**src/verilog/stl_pkg.sv**
```systemverilog
// constants shared by the torque limit selector and its testbench
package stl_pkg;

	// ---------------------------------------------------------------
	// register offsets (word index on the plain register port)
	// ---------------------------------------------------------------
	localparam logic [3:0] REG_GAIN = 4'h0; // analog_torque_gain
	localparam logic [3:0] REG_FWD_INT = 4'h1; // forward_internal_limit
	localparam logic [3:0] REG_REV_INT = 4'h2; // reverse_internal_limit
	localparam logic [3:0] REG_FWD_EXT = 4'h3; // forward_external_limit
	localparam logic [3:0] REG_REV_EXT = 4'h4; // reverse_external_limit
	localparam logic [3:0] REG_FILT = 4'h5; // analog_limit_filter_time
	localparam logic [3:0] REG_SELECT = 4'h6; // analog_limit_select, pending
	localparam logic [3:0] REG_MOTOR_MAX = 4'h7; // motor maximum torque
	localparam logic [3:0] REG_STATUS = 4'h8; // live status, read only
	localparam logic [3:0] REG_EFF_FWD = 4'h9; // effective forward limit
	localparam logic [3:0] REG_EFF_REV = 4'hA; // effective reverse limit

	// ---------------------------------------------------------------
	// reset values
	// ---------------------------------------------------------------
	localparam logic [15:0] RST_GAIN = 16'h001E; // rated torque at 3.0 V
	localparam logic [15:0] RST_INT_LIMIT = 16'h0320; // 800 percent
	localparam logic [15:0] RST_EXT_LIMIT = 16'h0064; // 100 percent
	localparam logic [15:0] RST_FILT = 16'h0000; // no filtering
	localparam logic [15:0] RST_MOTOR_MAX = 16'h012C; // 300 percent
	localparam logic [3:0] RST_SELECT = 4'h0; // analog limit off

	// ---------------------------------------------------------------
	// field layout and encodings
	// ---------------------------------------------------------------
	localparam logic [15:0] GAIN_MIN = 16'h000A; // 1.0 V floor
	localparam logic [3:0] SEL_NONE = 4'h0; // internal and external only
	localparam logic [3:0] SEL_ANALOG = 4'h1; // analog limit outside torque control
	localparam logic [3:0] SEL_COMBINED = 4'h3; // analog with external request
	localparam logic [1:0] MODE_SPEED = 2'h0; // speed control
	localparam logic [1:0] MODE_POSITION = 2'h1; // position control
	localparam logic [1:0] MODE_TORQUE = 2'h2; // torque control
	localparam int STS_FLAG = 0; // torque limiting flag bit
	localparam int STS_FWD_REQ = 1; // forward request seen
	localparam int STS_REV_REQ = 2; // reverse request seen
	localparam int STS_ANALOG = 3; // analog limit in use

	// ---------------------------------------------------------------
	// timing
	// ---------------------------------------------------------------
	localparam int CLK_PERIOD_PS = 25000; // 40 MHz clock
	localparam int FILT_STEP_PS = 10000000; // filter unit, 0.01 ms
	localparam int FILT_STEP_CYC = FILT_STEP_PS / CLK_PERIOD_PS; // 400
	localparam int EXT_STAGES = 2; // request sampling depth

endpackage : stl_pkg

```
**src/verilog/stl_lpf.sv**
```systemverilog
// first-order low-pass filter for the analog limit voltage
`timescale 1ns/1ps
`default_nettype none

module stl_lpf #(
	parameter int W = 16, // sample width
	parameter int FW = 16 // fraction bits of the accumulator
) (
	input wire logic clk, // system clock
	input wire logic rst_b, // async reset, active low
	input wire logic step, // one pulse per time-constant unit
	input wire logic [15:0] tau, // time constant in steps, 0 bypasses
	input wire logic signed [W-1:0] x, // raw sample
	output logic signed [W-1:0] y // filtered sample
);

	// ---------------------------------------------------------------
	// state
	// ---------------------------------------------------------------
	typedef struct packed {
		logic signed [W+FW-1:0] acc; // filter output with fraction
	} stl_lpf_t;

	stl_lpf_t q; // registered state
	stl_lpf_t next_q; // next state
	logic signed [W+FW:0] diff; // input minus output, scaled
	logic signed [W+FW:0] delta; // correction for one step

	// ---------------------------------------------------------------
	// next state
	// ---------------------------------------------------------------
	// each step moves the output by diff / tau toward the input
	always_comb
	begin
		next_q = q;
		diff = $signed({x[W-1], x, {FW{1'b0}}}) - $signed({q.acc[W+FW-1], q.acc});
		delta = diff / $signed({{(W+FW+1-16){1'b0}}, tau});
		if (tau == 16'h0000)
		begin
			next_q.acc = $signed({x, {FW{1'b0}}}); // bypass
		end
		else if (step)
		begin
			next_q.acc = q.acc + delta[W+FW-1:0]; // one filter step
		end
	end

	// register the state
	always_ff @(posedge clk or negedge rst_b)
	begin
		if (!rst_b)
			q <= '0;
		else
			q <= next_q;
	end

	assign y = q.acc[W+FW-1:FW];

	a_filter_bypass: assert property (@(posedge clk) disable iff (!rst_b)
		(tau == 16'h0000) |=> (y == $past(x)))
		else $error("filter with zero time constant did not pass input");

endmodule : stl_lpf

`default_nettype wire

```
**src/verilog/stl_selector.sv**
```systemverilog
// torque limit selector: internal, external and analog limits
//
// The implementer's own choices: the placing of the registers and the strobed register port.
`timescale 1ns/1ps
`default_nettype none

// Overview of operation
// - always cap torque at internal limits
// - clamp every limit to motor maximum torque
// - forward request closed: min internal, external
// - forward request open: internal limit only
// - reverse request closed: min internal, external
// - reverse request open: internal limit only
// - select 1 uses analog, after restart
// - analog mode: min analog and internal
// - analog limit only in speed, position
// - analog magnitude limits both directions equally
// - gain gives volts for rated torque
// - first-order analog filter, zero bypasses
// - select 3: min of three with request
// - request change seen within 2 ms
// - flag high while torque held at limit
module stl_selector #(
	parameter int W = 16 // torque and voltage sample width
) (
	input wire logic clk, // system clock, 40 MHz
	input wire logic rst_b, // async reset, active low
	input wire logic [3:0] addr, // register index
	input wire logic [15:0] wr_data, // register write data
	input wire logic wr_en, // write strobe
	input wire logic rd_en, // read strobe
	output logic [15:0] rd_data, // read data, cycle after strobe
	input wire logic restart, // restart pulse, loads selection
	input wire logic fwd_ext_limit_req, // forward request, high closed
	input wire logic rev_ext_limit_req, // reverse request, high closed
	input wire logic [1:0] ctrl_mode, // speed, position or torque
	input wire logic signed [W-1:0] analog_ref, // analog input in mV
	input wire logic signed [W-1:0] torque_cmd, // torque command, percent
	output logic signed [W-1:0] torque_out, // limited torque
	output logic torque_limiting_flag, // torque held at a limit
	output logic [15:0] eff_fwd_limit, // effective forward limit
	output logic [15:0] eff_rev_limit // effective reverse limit
);

	// ---------------------------------------------------------------
	// state
	// ---------------------------------------------------------------
	// depth of the request sampling chain, sizes the state fields below
	localparam int EXT_STAGES = stl_pkg::EXT_STAGES; // request depth

	typedef struct packed {
		logic [15:0] gain; // volts per rated torque, 0.1 V
		logic [15:0] fwd_int; // forward internal limit
		logic [15:0] rev_int; // reverse internal limit
		logic [15:0] fwd_ext; // forward external limit
		logic [15:0] rev_ext; // reverse external limit
		logic [15:0] filt_tau; // filter time constant
		logic [15:0] motor_max; // motor maximum torque
		logic [3:0] sel_pend; // selection written by software
		logic [3:0] sel_act; // selection in force since restart
		logic [EXT_STAGES-1:0] fwd_req; // sampled forward request
		logic [EXT_STAGES-1:0] rev_req; // sampled reverse request
		logic [8:0] tick_cnt; // filter step divider
		logic tick; // filter step pulse
		logic [15:0] rd_data; // read answer
		logic [15:0] eff_fwd; // effective forward limit
		logic [15:0] eff_rev; // effective reverse limit
		logic signed [W-1:0] torque_out; // saturated command
		logic flag; // torque limiting flag
	} stl_sel_t;

	stl_sel_t q; // registered state
	stl_sel_t next_q; // next state
	logic signed [W-1:0] filt_ref; // filtered analog voltage
	logic [W-1:0] ref_mag; // magnitude of the analog voltage
	logic [15:0] gain_eff; // gain with floor applied
	logic [15:0] analog_lim; // analog limit in percent
	logic analog_on; // analog limit applies now
	logic fwd_on; // forward request active
	logic rev_on; // reverse request active
	logic [15:0] base_fwd; // forward limit without analog
	logic [15:0] base_rev; // reverse limit without analog
	logic signed [W:0] cmd_x; // command widened
	logic signed [W:0] lim_f; // forward limit, signed
	logic signed [W:0] lim_r; // reverse limit, negated

	// smaller of two limits
	function automatic logic [15:0] stl_min(input logic [15:0] a, input logic [15:0] b);
		stl_min = (a < b) ? a : b;
	endfunction : stl_min

	// ---------------------------------------------------------------
	// analog filter
	// ---------------------------------------------------------------
	stl_lpf #(
		.W(W),
		.FW(16)
	) u_lpf (
		.clk(clk),
		.rst_b(rst_b),
		.step(q.tick),
		.tau(q.filt_tau),
		.x(analog_ref),
		.y(filt_ref)
	);

	// ---------------------------------------------------------------
	// limit selection
	// ---------------------------------------------------------------
	// all limits recomputed from current settings every cycle
	always_comb
	begin
		fwd_on = q.fwd_req[EXT_STAGES-1];
		rev_on = q.rev_req[EXT_STAGES-1];
		// sign dropped, magnitude scaled by gain
		ref_mag = filt_ref[W-1] ? W'(-filt_ref) : W'(filt_ref);
		gain_eff = (q.gain < stl_pkg::GAIN_MIN) ? stl_pkg::GAIN_MIN : q.gain;
		analog_lim = 16'(ref_mag / gain_eff);
		// no analog limiting in torque control
		analog_on = (ctrl_mode != stl_pkg::MODE_TORQUE) && (q.sel_act == stl_pkg::SEL_ANALOG
			|| q.sel_act == stl_pkg::SEL_COMBINED);
		// internal limit always, each capped at motor max
		base_fwd = stl_min(q.fwd_int, q.motor_max);
		base_rev = stl_min(q.rev_int, q.motor_max);
		// external request adds its own limit
		if (fwd_on)
			base_fwd = stl_min(base_fwd, q.fwd_ext);
		if (rev_on)
			base_rev = stl_min(base_rev, q.rev_ext);
		next_q = q;
		next_q.eff_fwd = base_fwd;
		next_q.eff_rev = base_rev;
		if (analog_on && q.sel_act == stl_pkg::SEL_ANALOG)
		begin
			// analog limit in both directions
			next_q.eff_fwd = stl_min(base_fwd, analog_lim);
			next_q.eff_rev = stl_min(base_rev, analog_lim);
		end
		else if (analog_on)
		begin
			// combined mode: analog only under a request
			if (fwd_on)
				next_q.eff_fwd = stl_min(base_fwd, analog_lim);
			if (rev_on)
				next_q.eff_rev = stl_min(base_rev, analog_lim);
		end

		// saturate the command with the new limits
		cmd_x = {torque_cmd[W-1], torque_cmd};
		lim_f = $signed({1'b0, next_q.eff_fwd[W-1:0]});
		lim_r = -$signed({1'b0, next_q.eff_rev[W-1:0]});
		if (cmd_x > lim_f)
		begin
			next_q.torque_out = lim_f[W-1:0];
			next_q.flag = 1'b1; // held at forward limit
		end
		else if (cmd_x < lim_r)
		begin
			next_q.torque_out = lim_r[W-1:0];
			next_q.flag = 1'b1; // held at reverse limit
		end
		else
		begin
			next_q.torque_out = torque_cmd;
			next_q.flag = 1'b0;
		end

		// sample the request pins, two cycles well inside 2 ms
		next_q.fwd_req = {q.fwd_req[EXT_STAGES-2:0], fwd_ext_limit_req};
		next_q.rev_req = {q.rev_req[EXT_STAGES-2:0], rev_ext_limit_req};

		// filter step divider, one pulse each 0.01 ms
		if (q.tick_cnt == 9'(stl_pkg::FILT_STEP_CYC - 1))
		begin
			next_q.tick_cnt = 9'h000;
			next_q.tick = 1'b1;
		end
		else
		begin
			next_q.tick_cnt = q.tick_cnt + 9'h001;
			next_q.tick = 1'b0;
		end

		// selection only taken over at restart
		if (restart)
			next_q.sel_act = q.sel_pend;

		// register writes, effective next cycle
		if (wr_en)
		begin
			if (addr == stl_pkg::REG_GAIN)
				next_q.gain = wr_data;
			else if (addr == stl_pkg::REG_FWD_INT)
				next_q.fwd_int = wr_data;
			else if (addr == stl_pkg::REG_REV_INT)
				next_q.rev_int = wr_data;
			else if (addr == stl_pkg::REG_FWD_EXT)
				next_q.fwd_ext = wr_data;
			else if (addr == stl_pkg::REG_REV_EXT)
				next_q.rev_ext = wr_data;
			else if (addr == stl_pkg::REG_FILT)
				next_q.filt_tau = wr_data;
			else if (addr == stl_pkg::REG_SELECT)
				next_q.sel_pend = wr_data[3:0];
			else if (addr == stl_pkg::REG_MOTOR_MAX)
				next_q.motor_max = wr_data;
		end

		// register reads, answer stands one cycle only
		next_q.rd_data = 16'h0000;
		if (rd_en)
		begin
			if (addr == stl_pkg::REG_GAIN)
				next_q.rd_data = q.gain;
			else if (addr == stl_pkg::REG_FWD_INT)
				next_q.rd_data = q.fwd_int;
			else if (addr == stl_pkg::REG_REV_INT)
				next_q.rd_data = q.rev_int;
			else if (addr == stl_pkg::REG_FWD_EXT)
				next_q.rd_data = q.fwd_ext;
			else if (addr == stl_pkg::REG_REV_EXT)
				next_q.rd_data = q.rev_ext;
			else if (addr == stl_pkg::REG_FILT)
				next_q.rd_data = q.filt_tau;
			else if (addr == stl_pkg::REG_SELECT)
				next_q.rd_data = {8'h00, q.sel_act, q.sel_pend};
			else if (addr == stl_pkg::REG_MOTOR_MAX)
				next_q.rd_data = q.motor_max;
			else if (addr == stl_pkg::REG_STATUS)
			begin
				next_q.rd_data[stl_pkg::STS_FLAG] = q.flag;
				next_q.rd_data[stl_pkg::STS_FWD_REQ] = fwd_on;
				next_q.rd_data[stl_pkg::STS_REV_REQ] = rev_on;
				next_q.rd_data[stl_pkg::STS_ANALOG] = analog_on;
			end
			else if (addr == stl_pkg::REG_EFF_FWD)
				next_q.rd_data = q.eff_fwd;
			else if (addr == stl_pkg::REG_EFF_REV)
				next_q.rd_data = q.eff_rev;
		end
	end

	// ---------------------------------------------------------------
	// state register
	// ---------------------------------------------------------------
	// reset loads the documented defaults
	always_ff @(posedge clk or negedge rst_b)
	begin
		if (!rst_b)
		begin
			q <= '0;
			q.gain <= stl_pkg::RST_GAIN;
			q.fwd_int <= stl_pkg::RST_INT_LIMIT;
			q.rev_int <= stl_pkg::RST_INT_LIMIT;
			q.fwd_ext <= stl_pkg::RST_EXT_LIMIT;
			q.rev_ext <= stl_pkg::RST_EXT_LIMIT;
			q.filt_tau <= stl_pkg::RST_FILT;
			q.motor_max <= stl_pkg::RST_MOTOR_MAX;
			q.sel_pend <= stl_pkg::RST_SELECT;
			q.sel_act <= stl_pkg::RST_SELECT;
		end
		else
		begin
			q <= next_q;
		end
	end

	// outputs straight from flip-flops
	assign rd_data = q.rd_data;
	assign torque_out = q.torque_out;
	assign torque_limiting_flag = q.flag;
	assign eff_fwd_limit = q.eff_fwd;
	assign eff_rev_limit = q.eff_rev;

	// ---------------------------------------------------------------
	// checks
	// ---------------------------------------------------------------
	a_fwd_int_cap: assert property (@(posedge clk) disable iff (!rst_b)
		##1 (q.eff_fwd <= $past(q.fwd_int) && q.eff_rev <= $past(q.rev_int)))
		else $error("effective limit above internal limit");

	a_motor_max_cap: assert property (@(posedge clk) disable iff (!rst_b)
		##1 (q.eff_fwd <= $past(q.motor_max) && q.eff_rev <= $past(q.motor_max)))
		else $error("effective limit above motor maximum");

	a_fwd_ext_min: assert property (@(posedge clk) disable iff (!rst_b)
		fwd_on |=> (q.eff_fwd <= $past(q.fwd_ext)))
		else $error("forward external limit not applied");

	a_fwd_open_int: assert property (@(posedge clk) disable iff (!rst_b)
		(!fwd_on && !analog_on) |=> (q.eff_fwd == $past(stl_min(q.fwd_int, q.motor_max))))
		else $error("forward limit not internal when request open");

	a_rev_ext_min: assert property (@(posedge clk) disable iff (!rst_b)
		rev_on |=> (q.eff_rev <= $past(q.rev_ext)))
		else $error("reverse external limit not applied");

	a_rev_open_int: assert property (@(posedge clk) disable iff (!rst_b)
		(!rev_on && !analog_on) |=> (q.eff_rev == $past(stl_min(q.rev_int, q.motor_max))))
		else $error("reverse limit not internal when request open");

	a_sel_restart: assert property (@(posedge clk) disable iff (!rst_b)
		!restart |=> (q.sel_act == $past(q.sel_act)))
		else $error("selection changed without restart");

	a_analog_both: assert property (@(posedge clk) disable iff (!rst_b)
		(analog_on && q.sel_act == stl_pkg::SEL_ANALOG)
		|=> (q.eff_fwd <= $past(analog_lim) && q.eff_rev <= $past(analog_lim)))
		else $error("analog limit not applied to both directions");

	a_torque_no_analog: assert property (@(posedge clk) disable iff (!rst_b)
		(ctrl_mode == stl_pkg::MODE_TORQUE) |=> (q.eff_fwd == $past(base_fwd)))
		else $error("analog limit used in torque control");

	a_ext_latency: assert property (@(posedge clk) disable iff (!rst_b)
		##2 (fwd_on == $past(fwd_ext_limit_req, 2)))
		else $error("forward request not seen after two cycles");

	a_flag_hold: assert property (@(posedge clk) disable iff (!rst_b)
		q.flag |-> (q.torque_out == W'(q.eff_fwd) || q.torque_out == -W'(q.eff_rev)))
		else $error("flag set while torque not at a limit");

	a_sat_bound: assert property (@(posedge clk) disable iff (!rst_b)
		##1 ($signed({q.torque_out[W-1], q.torque_out}) <= $signed({1'b0, q.eff_fwd[W-1:0]})))
		else $error("torque above forward limit");

	a_write_next: assert property (@(posedge clk) disable iff (!rst_b)
		(wr_en && addr == stl_pkg::REG_FWD_INT) |=> (q.fwd_int == $past(wr_data)))
		else $error("limit write not effective next cycle");

	a_analog_sym: assert property (@(posedge clk) disable iff (!rst_b)
		(analog_on && q.sel_act == stl_pkg::SEL_ANALOG && analog_lim <= base_fwd && analog_lim <= base_rev)
		|=> (q.eff_fwd == q.eff_rev))
		else $error("analog limit differs between directions");

	a_combined_fwd: assert property (@(posedge clk) disable iff (!rst_b)
		(analog_on && q.sel_act == stl_pkg::SEL_COMBINED && fwd_on)
		|=> (q.eff_fwd == $past(stl_min(base_fwd, analog_lim))))
		else $error("combined forward limit not smallest of three");

	a_combined_rev: assert property (@(posedge clk) disable iff (!rst_b)
		(analog_on && q.sel_act == stl_pkg::SEL_COMBINED && rev_on)
		|=> (q.eff_rev == $past(stl_min(base_rev, analog_lim))))
		else $error("combined reverse limit not smallest of three");

endmodule : stl_selector

`default_nettype wire

```
**config.mk**
```make
export PLATFORM = sky130hd
export DESIGN_NAME = stl_selector
export DESIGN_NICKNAME = d
export VERILOG_FILES = /design/src/verilog/stl_pkg.sv /design/src/verilog/stl_lpf.sv /design/src/verilog/stl_selector.sv
export SDC_FILE = /design/constraint.sdc
export NUM_CORES = 2
export LEC_CHECK = 0
export BUFFER_PORTS_ARGS = -buffer_cell sky130_fd_sc_hd__buf_2
export CELL_PAD_IN_SITES_DETAIL_PLACEMENT = 1
export CELL_PAD_IN_SITES_GLOBAL_PLACEMENT = 1
export CORE_MARGIN = 3
export CORE_UTILIZATION = 49
export DETAILED_ROUTE_END_ITERATION = 6
export GPL_ROUTABILITY_DRIVEN = 0
export PLACE_DENSITY_LB_ADDON = 0.12
export SYNTH_ARGS = -nofsm -noshare
export SYNTH_HDL_FRONTEND = slang
export SYNTH_SLANG_ARGS = --single-unit
```
**constraint.sdc**
```tcl
create_clock -name clk -period 123.7 [get_ports clk]
set_input_delay 12.37 -clock clk [delete_from_list [all_inputs] [get_ports clk]]
set_output_delay 12.37 -clock clk [all_outputs]
set_load 0.05 [all_outputs]
```
==> qor.csv <==
metric,value,unit
grt ovf,0,
"flops & latches, synth",231,
CP Capture Type,flop,
clock latency on the worst-skew pair,0.63,ns
worst reg-to-reg setup slack,16.19,ns
synthesized area,46800,sq um
CTS Root Buffer Type,clkbuf_16,
Worst Path Max Fanout,34,
setup violators final,0,
dpl cells,7379,
Setup crit start kind,input port,
Hold WC Path Type,flop to flop,
final worst-path cycle share,95.3,%
First-pass DRT Iterations,5,
worst-margin pin slew,1.12,ns
vias per inst,6.69,
die footprint,99300,sq um
clock tree from TritonCTS,built,
slowest CP cell,or4_1,
vias,50100,
Clock Path Buffers,3,
ys async rst share,100,%
DR iter-0 viols,3543,
"Primary FF master, synth",dfrtp_1,
Synth warnings,0,
Max-Cap Viols,0,
post-synth top area cell,ha_1,
Util after Layout,54.2,%
Syn Area/Cell,7.63,sq um
number of antenna violations at the first check in global routing,5,
routed len/inst,25.5,microns
port bufs,125,
pins over their slew limit,0,
Area growth syn-to-layout,8.79,%
DR DRC count,0,
fraction of layout cells with a size suffix above 1,13.9,%
GRT Total Usage,36.6,%
initial core utilization,49.8,%
first-pass GRT wire length,289,mm
clock skew,0.0257,ns
Slew HR,25.3,%
pin count of the biggest net entering global routing,110,
CTS sink count,231,
final wirelength,191,mm
Post-CTS Hold Fix Bufs,0,
crit path time final,117.84,ns
Final ANT Viol Nets,0,
most frequent CP cell,o21a_1,
Die X-Extent,315,microns
row count,112,
total CTS buffers,29,
Non-Filler Instances,7494,
synth top area cells,"ha_1 (19%), dfrtp_1 (11%), o21a_1 (5.9%)",
most frequent cells in the layout,"ha_1 (714), nand2_1 (606), nor2_1 (449)",
crit-path max cell delay,0.57,ns
"most common cell after layout, fill and taps aside",ha_1,
sequential-to-total area share from yosys stat,12.4,%
Max Clk Rate,8.49,MHz
status,completed,
pre-CTS setup slack,-2.27,ns
Synth top area share,19.2,%
Ports,126,
PnR worst setup slack,5.86,ns
data required time at the worst endpoint,124.17,ns
Worst-path clk slew,0.06,ns
post-DP HPWL,149,mm
"Hold Vio Cnt, Final",0,
setup TNS,0,ns
htree depth,1,
CORE AREA,94000,sq um
Netlist cell types,133,
"EDFF count, synth",0,
Nets,6994,
Critical Path AT,118.31,ns
die height,315,microns
post-synthesis cell count,6135,
vias in the first global route,50900,
type of the worst setup path,input port to flop,
-- Yosys cell counts, types with 138 or more instances --
master and instances:
inv_1 237, o31ai_1 244, a21o_1 146, o21a_1 366, mux2_2 220, nor2_1 457, xnor2_1 198, o21ai_0 315
nor3_1 378, clkbuf_1 138, a21oi_1 372, dfrtp_1 211, ha_1 717, nand2_1 611
-- per-stage QoR --
stage          area (sq um)  hold WS, ns
2_1_floorplan         46800        0.331
3_3_place_gp          48800        0.337
3_5_place_dp          48800        0.342
4_1_cts               49800        0.374
5_1_grt               50900        0.377
6_report              50900        0.374
-- path summary, 6_finish.rpt --
path | start | endpoint | cells past startpoint
worst min register to register | next_q[76] | q[76] | 0
max in group asynchronous | rst_b | q[65] | 2
worst max-delay path | analog_ref[1] | u_lpf.q[30] | 523
worst max register to register | u_lpf.q[0] | u_lpf.q[30] | 526
worst min-delay path | next_q[76] | q[76] | 0
min in group asynchronous | rst_b | torque_out[4] | 1
-- flip-flops by register name (all words and copies together), names as in the netlist --
signal and flops:
torque_out 16, eff_rev_limit 16, q 131, eff_fwd_limit 16, u_lpf.q 32, fwd_on 1, rd_data 16, torque_limiting_flag 1
next_q 2
-- metal layers --
metal	vias to the layer above	wire, microns	global-route usage, %
met5	-	24	0
met4	4	15800	25.5
met3	694	11000	3.91
met2	1858	89700	62.9
met1	24500	74800	42.5
li1	23100	-	-
-- cells by family after synthesis --
group           after synthesis  share of synthesized area [%]
buf+inv                     510                           4.84
simple gates               2102                           21.9
other cells                   1                        0.00801
flops                       231                           12.4
compound gates             1943                           28.3
fa+ha+maj                   720                           19.3
mux                         322                           7.54
xor+xnor                    306                           5.77
-- area by class of cell --
cell class,count,area [sq um]
repair buffers,310,2050
clock inverters,18,203
diodes,3,7.51
clock buffers,35,768
multi-input cells,5404,39600
fillers,11800,43100
well taps,1254,1570
inverters,239,897
flip-flops and latches,231,5810
-- worst max-delay path: cells and delay by family --
kind                     cells  cell delay (ns)
multiplexers                 9             2.18
buffers and inverters       30             4.17
XOR/XNOR                     2             0.23
adder cells (fa/ha/maj)     36            11.18
AO/OA/AOI/OAI              335            66.80
AND/OR/NAND/NOR            111            21.23
-- timing repair --
| item | 4_1_cts | 5_1_grt |
|---|---|---|
| setup endpoints to repair | 11 | 32 |
| gates cloned | 0 | 5 |
| endpoints found under the hold margin | 0 | 0 |
| setup buffers | 0 | 54 |
| gates resized for setup | 12 | 154 |
| pin swaps | 0 | 27 |
Power is left out: the tool's default activity adds up to more than one toggle a clock period on the data nets, which glitch-free logic cannot reach.
